[config.mk]
export PLATFORM = sky130hd
export DESIGN_NAME = acc_control
export DESIGN_NICKNAME = d
export VERILOG_FILES = /design/src/acc_pkg.sv /design/src/acc_control.sv
export SDC_FILE = /design/constraint.sdc
export NUM_CORES = 1
export LEC_CHECK = 0
export ABC_AREA = 0
export BUFFER_PORTS_ARGS = -buffer_cell sky130_fd_sc_hd__buf_2
export CAP_MARGIN = 20
export CORE_ASPECT_RATIO = 1.5
export CORE_MARGIN = 5
export CORE_UTILIZATION = 50
export DETAILED_ROUTE_END_ITERATION = 16
export PLACE_DENSITY = 0.68
export SYNTH_ARGS = -nofsm -noshare
export SYNTH_HDL_FRONTEND = slang
export SYNTH_SLANG_ARGS = --single-unit
[constraint.sdc]
create_clock -name CLOCK -period 5.65 [get_ports CLOCK]
set_clock_uncertainty 0.2 [all_clocks]
set_input_delay 0.565 -clock CLOCK [delete_from_list [all_inputs] [get_ports CLOCK]]
set_output_delay 0.565 -clock CLOCK [all_outputs]
set_load 0.02 [all_outputs]
[src/acc_pkg.sv]
// shared constants and carriers for the converter control block
// assumes one 125 MHz clock domain; serial pins come in unsynchronised
package acc_pkg;

   // ----------------------------------------------------------------
   // control word layout, msb first
   // ----------------------------------------------------------------
   typedef struct packed {
      logic [2:0]  op_mode_sel;
      logic [2:0]  amp_gain_code;
      logic        input_pick;
      logic        sleep_request;
      logic        result_width_sel;
      logic        excitation_on;
      logic        open_sensor_current;
      logic        polarity_uni;
      logic [11:0] notch_code;
   } acc_ctl_t;

   localparam int          WORD_BITS      = 24;
   localparam logic [4:0]  FULL_LEN       = 5'h18;
   localparam logic [4:0]  SHORT_LEN      = 5'h10;
   localparam acc_ctl_t    CTL_RESET      = '0;

   // ----------------------------------------------------------------
   // operating modes
   // ----------------------------------------------------------------
   localparam logic [2:0]  MODE_NORMAL    = 3'h0;
   localparam logic [2:0]  MODE_SELF_CAL  = 3'h1;
   localparam logic [2:0]  MODE_SYS_ZERO  = 3'h2;
   localparam logic [2:0]  MODE_SYS_FULL  = 3'h3;
   localparam logic [2:0]  MODE_SYS_OFS   = 3'h4;
   localparam logic [2:0]  MODE_BACKGND   = 3'h5;
   localparam logic [2:0]  MODE_ZS_COEF   = 3'h6;
   localparam logic [2:0]  MODE_FS_COEF   = 3'h7;

   // ----------------------------------------------------------------
   // timing
   // ----------------------------------------------------------------
   localparam logic [11:0] CAL_STEP_CYCLES = 12'h400;
   localparam logic [2:0]  BG_RATIO        = 3'h6;

   // ----------------------------------------------------------------
   // serial pin bundle as sampled
   // ----------------------------------------------------------------
   typedef struct packed {
      logic sclk;
      logic tfs_n;
      logic rfs_n;
      logic sdata;
      logic reg_target_pin;
   } acc_pins_t;

   localparam acc_pins_t PINS_IDLE = 5'h0e;

   typedef enum logic [1:0] {
      SEQ_IDLE = 2'b01,
      SEQ_CAL  = 2'b10
   } acc_seq_t;

endpackage : acc_pkg

[src/acc_control.sv]
// control register, serial port and calibration sequencer
// assumes the host keeps read and write frames apart and clocks bits
// slower than a few system clocks (bench sclk period 160 ns)
module acc_control (
   // clock and reset
   input  wire logic              CLOCK,
   input  wire logic              RST,
   // serial port pins
   input  wire logic              SCLK,
   input  wire logic              TFS_N,
   input  wire logic              RFS_N,
   input  wire logic              REG_TARGET_PIN,
   input  wire logic              SDATA_I,
   output logic                   SDATA_O,
   output logic                   SDATA_OE_N,
   output logic                   RESULT_READY_N,
   // filter side
   input  wire logic [23:0]       CONV_WORD,
   input  wire logic              CONV_DONE,
   // front end controls
   output acc_pkg::acc_ctl_t      CTRL,
   output logic [7:0]             GAIN_FACTOR,
   output logic                   CAL_BUSY,
   output logic [2:0]             CAL_KIND,
   output logic                   BG_CAL_SLOT
);

   typedef struct packed {
      acc_pkg::acc_pins_t p1;
      acc_pkg::acc_pins_t p2;
      acc_pkg::acc_pins_t p3;
      acc_pkg::acc_ctl_t  ctl;
      logic [1:0][23:0]   zs;
      logic [1:0][23:0]   fs;
      logic [23:0]        dreg;
      logic [23:0]        shreg;
      logic [4:0]         cnt;
      logic [4:0]         rdlen;
      logic               rd_data;
      acc_pkg::acc_seq_t  seq;
      logic [2:0]         kind;
      logic [11:0]        calcnt;
      logic [2:0]         bgcnt;
      logic               bg_slot;
      logic               result_ready_n_n;
      logic               sd_o;
      logic               sd_oe_n;
      logic [7:0]         gain;
   } acc_state_t;

   acc_state_t st_reg;
   acc_state_t st_next;

   logic sclk_rise, sclk_fall, tfs_fall, tfs_rise, rfs_fall, rfs_rise;
   logic wr_commit, cal_done, a0;

   // ----------------------------------------------------------------
   // next state
   // ----------------------------------------------------------------
   always_comb begin
      st_next    = st_reg;
      // first stage feeds only the second
      st_next.p1 = '{SCLK, TFS_N, RFS_N, SDATA_I, REG_TARGET_PIN};
      st_next.p2 = st_reg.p1;
      st_next.p3 = st_reg.p2;
      a0         = st_reg.p2.reg_target_pin;
      sclk_rise  = st_reg.p2.sclk & ~st_reg.p3.sclk;
      sclk_fall  = ~st_reg.p2.sclk & st_reg.p3.sclk;
      tfs_fall   = ~st_reg.p2.tfs_n & st_reg.p3.tfs_n;
      tfs_rise   = st_reg.p2.tfs_n & ~st_reg.p3.tfs_n;
      rfs_fall   = ~st_reg.p2.rfs_n & st_reg.p3.rfs_n;
      rfs_rise   = st_reg.p2.rfs_n & ~st_reg.p3.rfs_n;
      // short frames never reach a register
      wr_commit  = tfs_rise && st_reg.cnt == acc_pkg::FULL_LEN;
      cal_done   = st_reg.seq == acc_pkg::SEQ_CAL &&
                   st_reg.calcnt == acc_pkg::CAL_STEP_CYCLES - 12'h001;
      st_next.bg_slot = 1'b0;

      // write frame: extra clocks past 24 are ignored
      if (tfs_fall) begin
         st_next.cnt = '0;
      end else if (!st_reg.p2.tfs_n && sclk_rise &&
                   st_reg.cnt != acc_pkg::FULL_LEN) begin
         st_next.shreg = {st_reg.shreg[22:0], st_reg.p2.sdata};
         st_next.cnt   = st_reg.cnt + 5'h01;
      end

      // read frame
      if (rfs_fall) begin
         st_next.cnt     = '0;
         st_next.sd_oe_n = 1'b0;
         st_next.rdlen   = acc_pkg::FULL_LEN;
         st_next.rd_data = 1'b0;
         if (!a0) begin
            st_next.shreg = st_reg.ctl;
         end else begin
            unique case (st_reg.ctl.op_mode_sel)
               acc_pkg::MODE_ZS_COEF:
                  st_next.shreg = st_reg.zs[st_reg.ctl.input_pick];
               acc_pkg::MODE_FS_COEF:
                  st_next.shreg = st_reg.fs[st_reg.ctl.input_pick];
               default: begin
                  st_next.shreg   = st_reg.dreg;
                  st_next.rd_data = 1'b1;
                  st_next.rdlen   = st_reg.ctl.result_width_sel ?
                                    acc_pkg::FULL_LEN :
                                    acc_pkg::SHORT_LEN;
               end
            endcase
         end
         st_next.sd_o = st_next.shreg[23];
      end else if (!st_reg.sd_oe_n && (rfs_rise || (sclk_fall &&
                   st_reg.cnt + 5'h01 == st_reg.rdlen))) begin
         st_next.sd_oe_n = 1'b1;
         if (st_reg.rd_data && !rfs_rise) begin
            st_next.result_ready_n_n = 1'b1;
         end
      end else if (!st_reg.sd_oe_n && sclk_fall) begin
         st_next.shreg = {st_reg.shreg[22:0], 1'b0};
         st_next.sd_o  = st_reg.shreg[22];
         st_next.cnt   = st_reg.cnt + 5'h01;
      end

      // conversion results; background mode keeps one word in six
      if (CONV_DONE && st_reg.seq == acc_pkg::SEQ_IDLE) begin
         if (st_reg.ctl.op_mode_sel == acc_pkg::MODE_BACKGND) begin
            st_next.bgcnt = (st_reg.bgcnt == acc_pkg::BG_RATIO - 3'h1) ?
                            3'h0 : st_reg.bgcnt + 3'h1;
            st_next.bg_slot = st_reg.bgcnt != acc_pkg::BG_RATIO - 3'h1;
         end
         if (st_reg.ctl.op_mode_sel != acc_pkg::MODE_BACKGND ||
             st_reg.bgcnt == acc_pkg::BG_RATIO - 3'h1) begin
            st_next.dreg   = CONV_WORD;
            st_next.result_ready_n_n = 1'b0;
         end
      end

      // calibration sequencer
      unique case (st_reg.seq)
         acc_pkg::SEQ_IDLE: st_next.calcnt = '0;
         acc_pkg::SEQ_CAL: begin
            st_next.calcnt = st_reg.calcnt + 12'h001;
            if (cal_done) begin
               st_next.seq             = acc_pkg::SEQ_IDLE;
               st_next.ctl.op_mode_sel = acc_pkg::MODE_NORMAL;
               st_next.result_ready_n_n          = 1'b0;
            end
         end
      endcase

      // register writes win over a finishing calibration
      if (wr_commit && !a0) begin
         st_next.ctl   = st_reg.shreg;
         st_next.bgcnt = '0;
         if (st_reg.shreg[23:21] inside {acc_pkg::MODE_SELF_CAL,
             acc_pkg::MODE_SYS_ZERO, acc_pkg::MODE_SYS_FULL,
             acc_pkg::MODE_SYS_OFS}) begin
            st_next.seq    = acc_pkg::SEQ_CAL;
            st_next.kind   = st_reg.shreg[23:21];
            st_next.calcnt = '0;
            st_next.result_ready_n_n = 1'b1;
         end
      end else if (wr_commit) begin
         if (st_reg.ctl.op_mode_sel == acc_pkg::MODE_ZS_COEF) begin
            st_next.zs[st_reg.ctl.input_pick] = st_reg.shreg;
         end
         if (st_reg.ctl.op_mode_sel == acc_pkg::MODE_FS_COEF) begin
            st_next.fs[st_reg.ctl.input_pick] = st_reg.shreg;
         end
      end
      st_next.gain = 8'h01 << st_next.ctl.amp_gain_code;
   end

   // ----------------------------------------------------------------
   // state register
   // ----------------------------------------------------------------
   always_ff @(posedge CLOCK) begin
      if (RST) begin
         st_reg         <= '0;
         st_reg.p1      <= acc_pkg::PINS_IDLE;
         st_reg.p2      <= acc_pkg::PINS_IDLE;
         st_reg.p3      <= acc_pkg::PINS_IDLE;
         st_reg.ctl     <= acc_pkg::CTL_RESET;
         st_reg.seq     <= acc_pkg::SEQ_IDLE;
         st_reg.result_ready_n_n  <= 1'b1;
         st_reg.sd_oe_n <= 1'b1;
         st_reg.gain    <= 8'h01;
      end else begin
         st_reg <= st_next;
      end
   end

   assign SDATA_O        = st_reg.sd_o;
   assign SDATA_OE_N     = st_reg.sd_oe_n;
   assign RESULT_READY_N = st_reg.result_ready_n_n;
   assign CTRL           = st_reg.ctl;
   assign GAIN_FACTOR    = st_reg.gain;
   assign CAL_BUSY       = st_reg.seq[1];
   assign CAL_KIND       = st_reg.kind;
   assign BG_CAL_SLOT    = st_reg.bg_slot;

   // ----------------------------------------------------------------
   // checks
   // ----------------------------------------------------------------
   property p_reset_defaults;
      @(posedge CLOCK) $past(RST) |-> CTRL == '0 && GAIN_FACTOR == 8'h01
         && RESULT_READY_N;
   endproperty
   a_reset_defaults: assert property (p_reset_defaults)
      else $error("control defaults wrong after reset");

   property p_ctl_load;
      @(posedge CLOCK) disable iff (RST)
         wr_commit && !a0 && !cal_done |=> CTRL == $past(st_reg.shreg);
   endproperty
   a_ctl_load: assert property (p_ctl_load)
      else $error("control word not loaded");

   property p_self_done;
      @(posedge CLOCK) disable iff (RST)
         cal_done && st_reg.kind == acc_pkg::MODE_SELF_CAL && !wr_commit
         |=> CTRL.op_mode_sel == acc_pkg::MODE_NORMAL && !RESULT_READY_N;
   endproperty
   a_self_done: assert property (p_self_done)
      else $error("self calibration did not finish cleanly");

   property p_cal_hold;
      @(posedge CLOCK) disable iff (RST)
         $rose(CAL_BUSY) |-> CAL_BUSY[*8] ##0 RESULT_READY_N;
   endproperty
   a_cal_hold: assert property (p_cal_hold)
      else $error("calibration step ended too early");

   property p_full_done;
      @(posedge CLOCK) disable iff (RST)
         CAL_BUSY && CAL_KIND == acc_pkg::MODE_SYS_FULL && cal_done
         |=> !CAL_BUSY ##0 !RESULT_READY_N;
   endproperty
   a_full_done: assert property (p_full_done)
      else $error("full-scale step did not flag ready");

   // busy cycles of the current step; a step-starting write restarts it
   logic [11:0] busy_run;
   logic        cal_start;
   assign cal_start = wr_commit && !a0 && st_reg.shreg[23:21] inside
                      {acc_pkg::MODE_SELF_CAL, acc_pkg::MODE_SYS_ZERO,
                       acc_pkg::MODE_SYS_FULL, acc_pkg::MODE_SYS_OFS};
   always_ff @(posedge CLOCK) begin
      if (RST || !CAL_BUSY || cal_start) begin
         busy_run <= '0;
      end else begin
         busy_run <= busy_run + 12'h001;
      end
   end

   property p_ofs_len;
      @(posedge CLOCK) disable iff (RST)
         $fell(CAL_BUSY) && CAL_KIND == acc_pkg::MODE_SYS_OFS
         |-> busy_run == acc_pkg::CAL_STEP_CYCLES;
   endproperty
   a_ofs_len: assert property (p_ofs_len)
      else $error("offset step length wrong");

   property p_bg_skip;
      @(posedge CLOCK) disable iff (RST)
         CONV_DONE && !CAL_BUSY && st_reg.bgcnt != 3'h5 &&
         CTRL.op_mode_sel == acc_pkg::MODE_BACKGND |=> $stable(st_reg.dreg);
   endproperty
   a_bg_skip: assert property (p_bg_skip)
      else $error("background mode kept a calibration slot");

   property p_zs_write;
      @(posedge CLOCK) disable iff (RST)
         wr_commit && a0 && CTRL.op_mode_sel == acc_pkg::MODE_ZS_COEF
         |=> st_reg.zs[CTRL.input_pick] == $past(st_reg.shreg);
   endproperty
   a_zs_write: assert property (p_zs_write)
      else $error("zero-scale coefficient not written");

   property p_short_write;
      @(posedge CLOCK) disable iff (RST)
         tfs_rise && st_reg.cnt != acc_pkg::FULL_LEN
         |=> $stable(st_reg.fs) && $stable(CTRL);
   endproperty
   a_short_write: assert property (p_short_write)
      else $error("short frame changed a register");

   property p_gain;
      @(posedge CLOCK) disable iff (RST)
         GAIN_FACTOR == (8'h01 << CTRL.amp_gain_code);
   endproperty
   a_gain: assert property (p_gain)
      else $error("gain factor mismatch");

   property p_width;
      @(posedge CLOCK) disable iff (RST)
         rfs_fall && a0 && CTRL.op_mode_sel == acc_pkg::MODE_NORMAL
         |=> st_reg.rdlen == (CTRL.result_width_sel ? 5'h18 : 5'h10);
   endproperty
   a_width: assert property (p_width)
      else $error("read length ignores width bit");

   property p_mode_zero;
      @(posedge CLOCK) disable iff (RST)
         $fell(CAL_BUSY) && !$past(wr_commit)
         |-> CTRL.op_mode_sel == acc_pkg::MODE_NORMAL;
   endproperty
   a_mode_zero: assert property (p_mode_zero)
      else $error("mode field not cleared after calibration");

   c_self_cal: cover property (@(posedge CLOCK) disable iff (RST)
      $fell(CAL_BUSY) && CAL_KIND == acc_pkg::MODE_SELF_CAL);
   c_bg_word: cover property (@(posedge CLOCK) disable iff (RST)
      CTRL.op_mode_sel == acc_pkg::MODE_BACKGND && $fell(RESULT_READY_N));
   c_coef_rd: cover property (@(posedge CLOCK) disable iff (RST)
      rfs_fall && a0 && CTRL.op_mode_sel == acc_pkg::MODE_FS_COEF);

endmodule : acc_control

==> impl_metrics.sql, run 1 <==
INSERT INTO impl_metrics (metric_group, metric, value, unit) VALUES
('clocking', 'cts_resized', '0', ''),
('sta', 'maxSlewHeadroom', '24.51', '%'),
('detailed_routing', 'drt_first_pass_iters', '4', ''),
('yosys', 'synth-seq-area-share', '45.22', '%'),
('detailed_routing', 'postRouteWirelength', '23560', 'um'),
('yosys', 'cell_area_synth', '0.009783', 'mm^2'),
('detailed_routing', 'vias_per_cell', '5.581', ''),
('sta', 'final-hold-violation-count', '0', ''),
('flow_run', 'max_cap_violations', '0', ''),
('sta', 'final_min_period_over_clock_period', '55.35', '%'),
('floorplan', 'fp-row-count', '62', ''),
('yosys', 'ys_types', '60', ''),
('yosys', 'synthesis.yosys.warnings', '0', ''),
('clocking', 'max-clock-path-buffers', '3', ''),
('critical_path', 'start_kind', 'flip-flop', ''),
('critical_path', 'worstReg2RegStart', 'st_reg[38]', ''),
('critical_path', 'timing.critical_path.to_type', 'flip-flop', ''),
('yosys', 'synth_enable_flop_cells', '0', ''),
('floorplan', 'die_h', '181.3', 'um'),
('layout', 'num-nets-final', '1098', ''),
('clocking', 'clock_sinks', '221', ''),
('global_route', 'groute.usage.overall', '20.25', '%'),
('critical_path', 'crit-reg2reg-capture', 'st_reg[64]', ''),
('sta', 'max_freq', '319.8', 'MHz'),
('global_route', 'grt_max_degree', '123', ''),
('worst_hold_path', 'timing.hold.worst.class', 'in -> reg', ''),
('yosys', 'async_reset_ff_share', '0', '%'),
('global_route', 'antenna_found_initial', '0', ''),
('yosys', 'synth.area.top_cells', 'dfxtp_1, mux2i_1, nor2_1, buf_4, mux2_2', ''),
('floorplan', 'core', '0.01924', 'mm^2'),
('floorplan', 'floorplan.die_area', '0.02252', 'mm^2'),
('critical_path', 'worst_ep_arrival_time', '3.31', 'ns'),
('floorplan', 'initial_utilization', '50.85', '%'),
('detailed_routing', 'drtAntennaViolNets', '0', ''),
('clocking', 'clk_root_buffer_cell', 'clkbuf_16', ''),
('detailed_routing', 'routed_wire_length_per_instance', '17.67', 'um'),
('worst_hold_path', 'hold_path_end', 'st_next[218]', ''),
('yosys', 'syn-instance-count', '1062', ''),
('detailed_routing', 'num_vias', '7440', ''),
('power', 'vdd_ir_drop_max', '0.0001858', 'V'),
('yosys', 'ys_ff_latch', '221', ''),
('clocking', 'cts_made_buffers', '22', ''),
('yosys', 'yosysMostFrequentCell', 'dfxtp_1', ''),
('yosys', 'synth_nets', '1098', ''),
('layout', 'final-instance-count-excl-fill', '1333', ''),
('layout', 'antenna_cells_inserted', '0', ''),
('status', 'outcome', 'completed', ''),
('global_route', 'grt_first_pass_wirelength', '38430', 'um'),
('layout', 'syn_to_final_growth', '9.413', '%'),
('sta', 'setup_total_negative_slack', '0', 'ns'),
('sta', 'max_transition_viols_final', '0', ''),
('global_route', 'grt_overflow', '0', ''),
('clocking', 'cts_post_setup_buffers_inserted', '0', ''),
('detailed_routing', 'detail_route.iter0.violations', '400', ''),
('yosys', 'synthDominantCellAreaShare', '45.22', '%'),
('layout', 'drive_gt1_share', '15.41', '%'),
('critical_path', 'worst_ep_required_time', '5.83', 'ns'),
('global_route', 'first_global_vias', '7506', ''),
('placed_design', 'hpwl', '14940', 'um'),
('worst_hold_path', 'hold_depth', '2', ''),
('power', 'power.density_cell_area', '289.6', 'mW/mm^2'),
('layout', 'finalCoreUtilization', '55.64', '%'),
('clocking', 'htree_levels', '1', ''),
('yosys', 'yosysTopAreaCell', 'dfxtp_1', ''),
('clocking', 'path_clk_slew', '0.07', 'ns'),
('floorplan', 'floorplan.io_pins', '72', ''),
('critical_path', 'worst-path-max-fanout', '23', ''),
('yosys', 'dominantRegCellSynth', 'dfxtp_1', ''),
('yosys', 'avgSynthCellArea', '9.212', 'um^2'),
('floorplan', 'die_width', '124.2', 'um'),
('sta', 'tightestPinTransition', '1.132', 'ns');
==> critical path, stage by stage (launching register included) <==
cell and delay [ns]:
dfxtp_1 0.41, ha_1 0.22, nand3_1 0.14, xnor2_1 0.39, o31a_1 0.93, nor2_1 0.31, a2111oi_0 0.42
==> power by group <==
part	switching, mW	total, mW	internal (mW)
sequential	0.0298	1.61	1.58
combinational	0.0763	0.127	0.0510
clock	0.584	1.36	0.775
total	0.690	3.10	2.41
==> layout make-up <==
cell class / instances / area, um^2
fillers: 1829 / 8534
multi-input cells: 717 / 4736
flip-flops and latches: 221 / 4427
clock buffers: 35 / 640.6
repair buffers: 91 / 526.8
well taps: 256 / 320.3
inverters: 9 / 33.78
clock inverters: 4 / 20.02
==> worst max-delay path by stage <==
stage / start / end / slack, ns / cells after the start
3_5_place_dp: st_reg[38] / st_reg[64] / 2.55 / 6
6_report: st_reg[38] / st_reg[64] / 2.52 / 6
4_1_cts: st_reg[38] / st_reg[64] / 2.55 / 6
3_3_place_gp: CTRL[21] / st_reg[111] / 2.61 / 5
2_1_floorplan: st_reg[38] / st_reg[142] / 3.47 / 9
5_1_grt: st_reg[38] / st_reg[64] / 2.31 / 6
==> cells in the final DEF (no fill, tap or decap), types with 3 or more instances in the layout <==
cell	n
inv_1	9
a221oi_1	22
and3_1	5
nor3_1	27
nand4_1	7
dfxtp_1	219
buf_2	70
clkbuf_1	10
a21oi_1	51
mux2_2	25
o311a_1	3
buf_4	17
ha_1	4
nor2b_1	7
nand3_1	9
a211oi_1	3
nor2_1	178
mux2i_1	149
o21ai_0	45
xor2_1	9
nor4b_1	15
or2_2	8
nor3b_1	4
clkinv_2	4
xnor2_1	8
nand2b_1	20
clkbuf_16	23
nor4b_2	3
nand2_1	65
o21a_1	3
nand3b_1	7
a31oi_1	4
buf_6	3
==> through the flow <==
step                      total power [mW]  cell area, um^2
after global placement               1.774            10010
after CTS                            3.129            10670
final                                3.100            10700
after global routing                 3.207            10700
after floorplan                      1.730             9783
after detailed placement             1.776            10010
==> per-layer routing <==
| metal | wire length (um) | vias up | global-route usage [%] |
|---|---|---|---|
| met5 | 0 | - | 0 |
| met4 | 646 | 0 | 7.854 |
| met3 | 1189 | 49 | 3.102 |
| met2 | 11920 | 198 | 36.33 |
| met1 | 9799 | 3543 | 24.18 |
| li1 | - | 3650 | - |
==> kinds of logic after synthesis <==
family | count (synthesis) | synth area share (%)
xor gates and xnor gates | 17 | 1.522
and+or+nand+nor | 368 | 17.87
muxes | 174 | 18.12
AOI/OAI and AO/OA | 154 | 10.12
buffers and inverters | 124 | 6.638
adders and majority gates | 4 | 0.5116
DFF | 221 | 45.22
Note: power is estimated with default switching activity, not from simulation.
==> run 2: changes to the inputs <==
ABC_AREA = 1   (was 0)
PLACE_DENSITY = 0.71   (was 0.68)
clock period = 2.55 ns   (was 5.65 ns; I/O delays follow)
==> run 2 against run 1 <==
Register-to-register slack worse by 2.3 ns. Die area shrank 0.33%. First-iteration DRC count rose by 46%. Worst setup slack lost 2.3 ns. Sequential share of layout area decreased by 1.6 points. Highest routed layer unchanged. Cell count increased by 22%. Non-clock buffer count is 44 higher. Global-route usage is 3.0 points higher. Clock power grew to 2.6 times the previous value. Critical endpoint is now st_reg[62].
==> impl_metrics.sql, run 2 <==
INSERT INTO impl_metrics (metric_group, metric, value, unit) VALUES
('clocking', 'path_clk_slew', '0.07', 'ns'),
('critical_path', 'reg2regPathDepth', '11', ''),
('detailed_routing', 'routed_wire_length_per_instance', '16.41', 'um'),
('critical_path', 'crit_chain', 'ha_1 > nand3_1 > nand2_1 > nand2_1 > nor2_1 > nor2_1 > nand2_4 > nand3_2 > nand2_1 > nand3_1 > a21oi_1', ''),
('placed_design', 'placed_cells', '1556', ''),
('critical_path', 'timing.critical_path.to_type', 'flip-flop', ''),
('power', 'power.density_cell_area', '660.4', 'mW/mm^2'),
('global_route', 'antenna_found_initial', '0', ''),
('clocking', 'max-clock-path-buffers', '3', ''),
('placed_design', 'gp_routability_congestion', '0.8471', ''),
('flow_run', 'max_cap_violations', '0', ''),
('yosys', 'multiplexer_share_of_the_synthesized_area', '0', '%'),
('detailed_routing', 'vias_per_cell', '5.491', ''),
('critical_path', 'setup.worst_path.class', 'reg -> reg', ''),
('layout', 'layout.cells.most_common_list', 'nand2_1, dfxtp_1, a21oi_1', ''),
('sta', 'final-hold-violation-count', '0', ''),
('critical_path', 'worst-path-max-fanout', '16', ''),
('yosys', 'ys_ff_latch', '221', ''),
('yosys', 'synthDominantCellAreaShare', '45.39', '%'),
('placed_design', 'port-buffer-count', '71', ''),
('sta', 'unrepaired_setup_endpoints_after_global_routing', 'false', ''),
('layout', 'syn_to_final_growth', '14.27', '%'),
('yosys', 'yosysTopAreaCell', 'dfxtp_1', ''),
('floorplan', 'die_h', '181.0', 'um'),
('yosys', 'synthSimpleGateAreaFrac', '21.28', '%'),
('detailed_routing', 'drt_first_pass_iters', '5', ''),
('yosys', 'synth_nets', '1359', ''),
('detailed_routing', 'postRouteWirelength', '26690', 'um'),
('sta', 'max_transition_viols_final', '0', ''),
('global_route', 'grt_max_degree', '150', ''),
('floorplan', 'initial_utilization', '50.88', '%'),
('detailed_routing', 'remaining_drc_errors', '0', ''),
('critical_path', 'worst-path-buf-inv', '0', ''),
('floorplan', 'die_width', '124.0', 'um'),
('critical_path', 'critPathCapture', 'st_reg[62]', ''),
('critical_path', 'worstReg2RegStart', 'st_reg[38]', ''),
('global_route', 'busiest_layer', 'met2', ''),
('global_route', 'groute.usage.overall', '23.27', '%'),
('critical_path', 'cpMostUsedCell', 'nand2_1', ''),
('critical_path', 'critPathTopFamily', 'simple AND/OR/NAND/NOR gates', ''),
('yosys', 'synth-seq-area-share', '45.39', '%'),
('clocking', 'htree_levels', '1', ''),
('sta', 'max_freq', '426.2', 'MHz'),
('yosys', 'async_reset_ff_share', '0', '%'),
('yosys', 'yosys.area_share.xor_xnor', '0.8086', '%'),
('global_route', 'met1_usage', '27.79', '%'),
('clocking', 'worstSkewPairLatency', '0.51', 'ns'),
('floorplan', 'floorplan.die_area', '0.02245', 'mm^2'),
('detailed_routing', 'num_vias', '8929', ''),
('critical_path', 'reg2reg_setup_slack', '0.20', 'ns'),
('sta', 'setup_violations', '0', ''),
('floorplan', 'floorplan.io_pins', '72', ''),
('critical_path', 'timing.critical_path.depth', '11', ''),
('yosys', 'synth_top_family_by_area', 'compound AO/OA/AOI/OAI gates', ''),
('critical_path', 'worst_ep_arrival_time', '2.59', 'ns'),
('floorplan', 'core', '0.01916', 'mm^2'),
('clocking', 'clk_root_buffer_cell', 'clkbuf_16', ''),
('layout', 'largest_register_ff_count', '171', ''),
('yosys', 'synth-compound-area-share', '21.28', '%'),
('yosys', 'yosysMostFrequentCell', 'nand2_1', ''),
('sta', 'maxSlewHeadroom', '62.75', '%'),
('critical_path', 'crit-reg2reg-capture', 'st_reg[62]', ''),
('global_route', 'grt_first_pass_wirelength', '42320', 'um'),
('yosys', 'ys_types', '39', ''),
('worst_hold_path', 'timing.hold.worst.class', 'reg -> reg', ''),
('clocking', 'clock_sinks', '221', ''),
('critical_path', 'critPathMaxStageDelay', '0.42', 'ns'),
('global_route', 'first_global_vias', '8407', ''),
('status', 'outcome', 'completed', ''),
('yosys', 'synth.area.top_cells', 'dfxtp_1, nand2_1, a21oi_1, o21ai_0, buf_4', ''),
('yosys', 'syn-instance-count', '1323', ''),
('sta', 'final_min_period_over_clock_period', '92.02', '%'),
('yosys', 'synthesis.yosys.warnings', '0', ''),
('critical_path', 'critical_path.startpoint', 'st_reg[38]', ''),
('power', 'vdd_ir_drop_max', '0.0006989', 'V'),
('layout', 'num-nets-final', '1392', ''),
('critical_path', 'start_kind', 'flip-flop', ''),
('clocking', 'cts_resized', '0', ''),
('yosys', 'synth_enable_flop_cells', '0', ''),
('yosys', 'dominantRegCellSynth', 'dfxtp_1', ''),
('clocking', 'tritoncts_clock_tree', 'done', ''),
('global_route', 'grt_overflow', '0', ''),
('yosys', 'cell_area_synth', '0.009748', 'mm^2'),
('critical_path', 'worst_ep_required_time', '2.79', 'ns'),
('floorplan', 'fp-row-count', '62', ''),
('detailed_routing', 'detail_route.iter0.violations', '585', ''),
('sta', 'finalWorstPathRequiredPeriod', '2.346', 'ns'),
('yosys', 'post_synth_most_frequent_cells', 'nand2_1, dfxtp_1, a21oi_1', ''),
('yosys', 'synth-adder-area-share', '0.5134', '%'),
('yosys', 'avgSynthCellArea', '7.368', 'um^2'),
('sta', 'tightestPinTransition', '0.5587', 'ns'),
('critical_path', 'cp_slowest_cell', 'dfxtp_1', ''),
('global_route', 'globalRouteMet3Util', '2.597', '%'),
('placed_design', 'hpwl', '16550', 'um'),
('layout', 'antenna_cells_inserted', '0', ''),
('clocking', 'cts_made_buffers', '22', ''),
('power', 'power.static_leakage', '4.606', 'nW'),
('layout', 'mostFrequentLayoutCell', 'nand2_1', ''),
('sta', 'setup_total_negative_slack', '0', 'ns'),
('layout', 'drive_gt1_share', '12.48', '%'),
('detailed_routing', 'drtAntennaViolNets', '0', ''),
('global_route', 'groute.layer.met2.usage', '39.93', '%'),
('layout', 'final-instance-count-excl-fill', '1626', '');
[run 2: metal layers]
layer	vias up	wire length (um)	part of all wire, %
met4	0	1506	5.6
met5	-	0	0
met2	254	13330	50
met3	69	1267	4.7
li1	4432	-	-
met1	4174	10580	40
[run 2: cells by family (layout without fill, tap and decap cells)]
| family | count (synthesis) | after routing |
|---|---|---|
| AOI/OAI and AO/OA | 389 | 389 |
| xor gates and xnor gates | 9 | 9 |
| adders and majority gates | 4 | 4 |
| buffers and inverters | 217 | 263 |
| DFF | 221 | 221 |
| and+or+nand+nor | 483 | 484 |
[run 2: metrics by stage]
step	util (%)	worst slack (ns)	hold WS (ns)	power (mW)	instance area, um^2
final	58.14	0.2035	0.2041	7.357	11140
after floorplan	-	0.6581	0.1588	3.772	9748
after global placement	52.35	0.2376	0.1956	3.880	10030
after detailed placement	52.35	0.1665	0.2027	3.884	10030
after CTS	58.08	0.1618	0.2100	7.399	11130
after global routing	58.14	0.01508	0.2325	7.591	11140
[run 2: area by class of cell]
| type | count | area (um^2) |
|---|---|---|
| fillers | 1795 | 8021 |
| flip-flops and latches | 221 | 4425 |
| multi-input cells | 886 | 4290 |
| repair buffers | 135 | 975.9 |
| clock buffers | 28 | 634.4 |
| inverters | 90 | 339.1 |
| well taps | 256 | 320.3 |
| clock inverters | 10 | 153.9 |
[run 2: what timing repair did]
| action | 4_1_cts | 5_1_grt |
|---|---|---|
| endpoints found under the setup margin | 0 | 9 |
| endpoints found under the hold margin | 38 | 0 |
| hold buffers | 31 | 0 |
| buffers inserted | 0 | 0 |
[run 2: where the power goes]
group	leakage [nW]	total [mW]	switching (mW)	internal, mW
Clock	0.394	3.51	1.35	2.16
Combinational	2.42	0.316	0.194	0.122
Sequential	1.79	3.53	0.0360	3.50
[run 2: worst min-delay path: stages (launching register included)]
cell and delay [ns]:
dfxtp_1 0.29, inv_1 0.04, nor2_1 0.03
[run 2: worst min path at each step]
stage | startpoint | cells past startpoint | endpoint | slack (ns)
after detailed placement | st_next[219] | 1 | st_next[214] | 0.20
after global routing | st_next[219] | 1 | st_next[214] | 0.23
after global placement | st_next[219] | 1 | st_next[214] | 0.20
after floorplan | SDATA_I | 1 | st_next[217] | 0.16
final | st_next[220] | 2 | st_next[215] | 0.20
after CTS | st_next[220] | 2 | st_next[215] | 0.21
==> run 3: changes to the inputs <==
CORE_UTILIZATION = 54   (was 50)
PLACE_DENSITY = 0.76   (was 0.71)
==> run 3 against run 2 <==
Design area decreased by 1.9%. Fmax increased by 2.5%. Global-route usage increased by 1.5 points. Utilization increased by 3.1 points. Largest power group unchanged.
==> impl_metrics.sql, run 3 (synthesized netlist as in run 2, its figures left out) <==
INSERT INTO impl_metrics (metric_group, metric, value, unit) VALUES
('detailed_routing', 'drt_first_pass_iters', '5', ''),
('critical_path', 'timing.critical_path.depth', '12', ''),
('layout', 'fill_cells', '1600', ''),
('clocking', 'htree_levels', '1', ''),
('clocking', 'cts_post_setup_buffers_inserted', '0', ''),
('sta', 'max_freq', '436.9', 'MHz'),
('detailed_routing', 'vias_per_cell', '5.676', ''),
('floorplan', 'die_width', '119.7', 'um'),
('sta', 'unrepaired_setup_endpoints_after_global_routing', 'false', ''),
('sta', 'timing.hold.ws', '0.02277', 'ns'),
('status', 'outcome', 'completed', ''),
('sta', 'setup_violations', '0', ''),
('detailed_routing', 'remaining_drc_errors', '0', ''),
('detailed_routing', 'routed_wire_length_per_instance', '16.68', 'um'),
('layout', 'num-nets-final', '1389', ''),
('critical_path', 'crit_chain', 'ha_1 > nand3_1 > nand2_1 > nand2_1 > nor2_1 > nor2_1 > nand2_4 > nand3_4 > nand2_1 > nand3_1 > nand2_1 > nor2_1', ''),
('critical_path', 'worst_ep_required_time', '2.74', 'ns'),
('worst_hold_path', 'hold_depth', '5', ''),
('sta', 'setup_total_negative_slack', '0', 'ns'),
('layout', 'finalCoreUtilization', '61.19', '%'),
('critical_path', 'worst_ep_arrival_time', '2.48', 'ns'),
('clocking', 'cts_resized', '0', ''),
('layout', 'final_cell_area', '0.01093', 'mm^2'),
('critical_path', 'critPathTopFamily', 'simple AND/OR/NAND/NOR gates', ''),
('clocking', 'clock_sinks', '221', ''),
('layout', 'final-instance-count-excl-fill', '1585', ''),
('detailed_routing', 'postRouteWirelength', '26440', 'um'),
('critical_path', 'crit-reg2reg-capture', 'st_reg[41]', ''),
('worst_hold_path', 'hold_path_end', 'st_reg[12]', ''),
('global_route', 'first_global_vias', '8428', ''),
('global_route', 'antenna_found_initial', '1', ''),
('global_route', 'groute.usage.overall', '24.77', '%'),
('layout', 'mostFrequentLayoutCell', 'nand2_1', ''),
('placed_design', 'placed_cells', '1517', ''),
('placed_design', 'placed_area', '0.009957', 'mm^2'),
('clocking', 'path_clk_slew', '0.06', 'ns'),
('clocking', 'cts_hold_buf', '30', ''),
('global_route', 'grt_overflow', '0', ''),
('critical_path', 'start_kind', 'flip-flop', ''),
('sta', 'maxSlewHeadroom', '58.86', '%'),
('worst_hold_path', 'timing.hold.worst.start', 'CONV_DONE', ''),
('critical_path', 'reg2regPathDepth', '12', ''),
('worst_hold_path', 'timing.hold.worst.class', 'in -> reg', ''),
('critical_path', 'cpMostUsedCell', 'nand2_1', ''),
('detailed_routing', 'detail_route.iter0.violations', '832', ''),
('power', 'power.static_leakage', '4.528', 'nW'),
('placed_design', 'gp_routability_congestion', '0.8420', ''),
('layout', 'drive_gt1_share', '12.00', '%'),
('floorplan', 'fp-row-count', '60', ''),
('power', 'power.density_cell_area', '633.8', 'mW/mm^2'),
('critical_path', 'cp_slowest_cell', 'dfxtp_1', ''),
('clocking', 'worstSkewPairLatency', '0.51', 'ns'),
('critical_path', 'timing.critical_path.to_type', 'flip-flop', ''),
('clocking', 'cts_made_buffers', '21', ''),
('layout', 'largest_register_ff_count', '171', ''),
('clocking', 'tritoncts_clock_tree', 'done', ''),
('power', 'vdd_ir_drop_max', '0.0004386', 'V'),
('placed_design', 'hpwl', '16600', 'um'),
('detailed_routing', 'drtAntennaViolNets', '0', ''),
('sta', 'finalWorstPathRequiredPeriod', '2.289', 'ns'),
('critical_path', 'setup.worst_path.class', 'reg -> reg', ''),
('sta', 'final_min_period_over_clock_period', '89.75', '%'),
('critical_path', 'critPathMaxStageDelay', '0.42', 'ns'),
('layout', 'syn_to_final_growth', '12.16', '%'),
('floorplan', 'initial_utilization', '54.56', '%'),
('sta', 'final-hold-violation-count', '0', ''),
('clocking', 'clk_root_buffer_cell', 'clkbuf_16', ''),
('floorplan', 'floorplan.die_area', '0.02089', 'mm^2'),
('detailed_routing', 'num_vias', '8996', ''),
('sta', 'max_transition_viols_final', '0', ''),
('clocking', 'max-clock-path-buffers', '3', ''),
('flow_run', 'max_cap_violations', '0', ''),
('critical_path', 'worst-path-buf-inv', '0', ''),
('floorplan', 'floorplan.io_pins', '72', ''),
('floorplan', 'die_h', '174.6', 'um'),
('global_route', 'grt_max_degree', '60', ''),
('critical_path', 'reg2reg_setup_slack', '0.26', 'ns'),
('layout', 'layout.cells.most_common_list', 'nand2_1, dfxtp_1, a21oi_1', ''),
('sta', 'tightestPinTransition', '0.6172', 'ns'),
('critical_path', 'worst-path-max-fanout', '33', ''),
('placed_design', 'port-buffer-count', '71', ''),
('critical_path', 'worstReg2RegStart', 'st_reg[39]', ''),
('global_route', 'grt_first_pass_wirelength', '42450', 'um'),
('floorplan', 'core', '0.01787', 'mm^2');
[run 3: cell count changes in the layout (fill, tap and decap cells not counted), moves of 2 or more]
cell       change
buf_4          +2
clkbuf_16      -2
clkinv_2       -3
buf_12         -2
clkbuf_1       +5
bufinv_16      -3
[run 3: worst max path at each step]
stage | startpoint | to | slack, ns
after floorplan | st_reg[38] | st_reg[64] | 0.66
after global placement | st_reg[38] | st_reg[41] | 0.37
after detailed placement | st_reg[38] | st_reg[24] | 0.27
after CTS | st_reg[38] | st_reg[24] | 0.27
after global routing | st_reg[38] | st_reg[24] | 0.05
final | st_reg[39] | st_reg[41] | 0.26
[run 3: metrics by stage]
stage / setup slack (ns) / power, mW
after global placement: 0.3657 / 3.881
after global routing: 0.04921 / 7.159
after detailed placement: 0.2653 / 3.886
after CTS: 0.2671 / 6.969
after floorplan: 0.6581 / 3.772
final: 0.2613 / 6.929
[run 3: area by class of cell]
type / count / area [um^2] / area share, %
repair buffers: 134 / 940.9 / 8.606
clock buffers: 32 / 616.8 / 5.642
clock inverters: 5 / 56.30 / 0.5150
flip-flops and latches: 221 / 4425 / 40.48
inverters: 90 / 339.1 / 3.101
well taps: 217 / 271.5 / 2.483
diodes: 1 / 2.502 / 0.02289
multi-input cells: 885 / 4280 / 39.15
[run 3: worst register-to-register path, stage by stage (launching register included)]
cell     delay [ns]
dfxtp_1        0.42
ha_1           0.26
nand3_1        0.12
nand2_1        0.09
nand2_1        0.07
nor2_1         0.09
nor2_1         0.08
nand2_4        0.07
nand3_4        0.32
nand2_1        0.26
nand3_1        0.09
nand2_1        0.07
nor2_1         0.04
[run 3: per-layer routing]
metal  wire length (um)  up-vias  GRT usage, %
met5                  0        -             0
met4               1481        0         13.86
met3               1397       78         2.799
met2              13300      315         44.20
met1              10270     4172         28.52
li1                   -     4431             -
[run 3: power by group]
part           leakage, nW  internal [mW]  switching (mW)
logic                 2.41          0.121           0.193
clock network        0.328           1.77            1.30
registers             1.79           3.50          0.0409
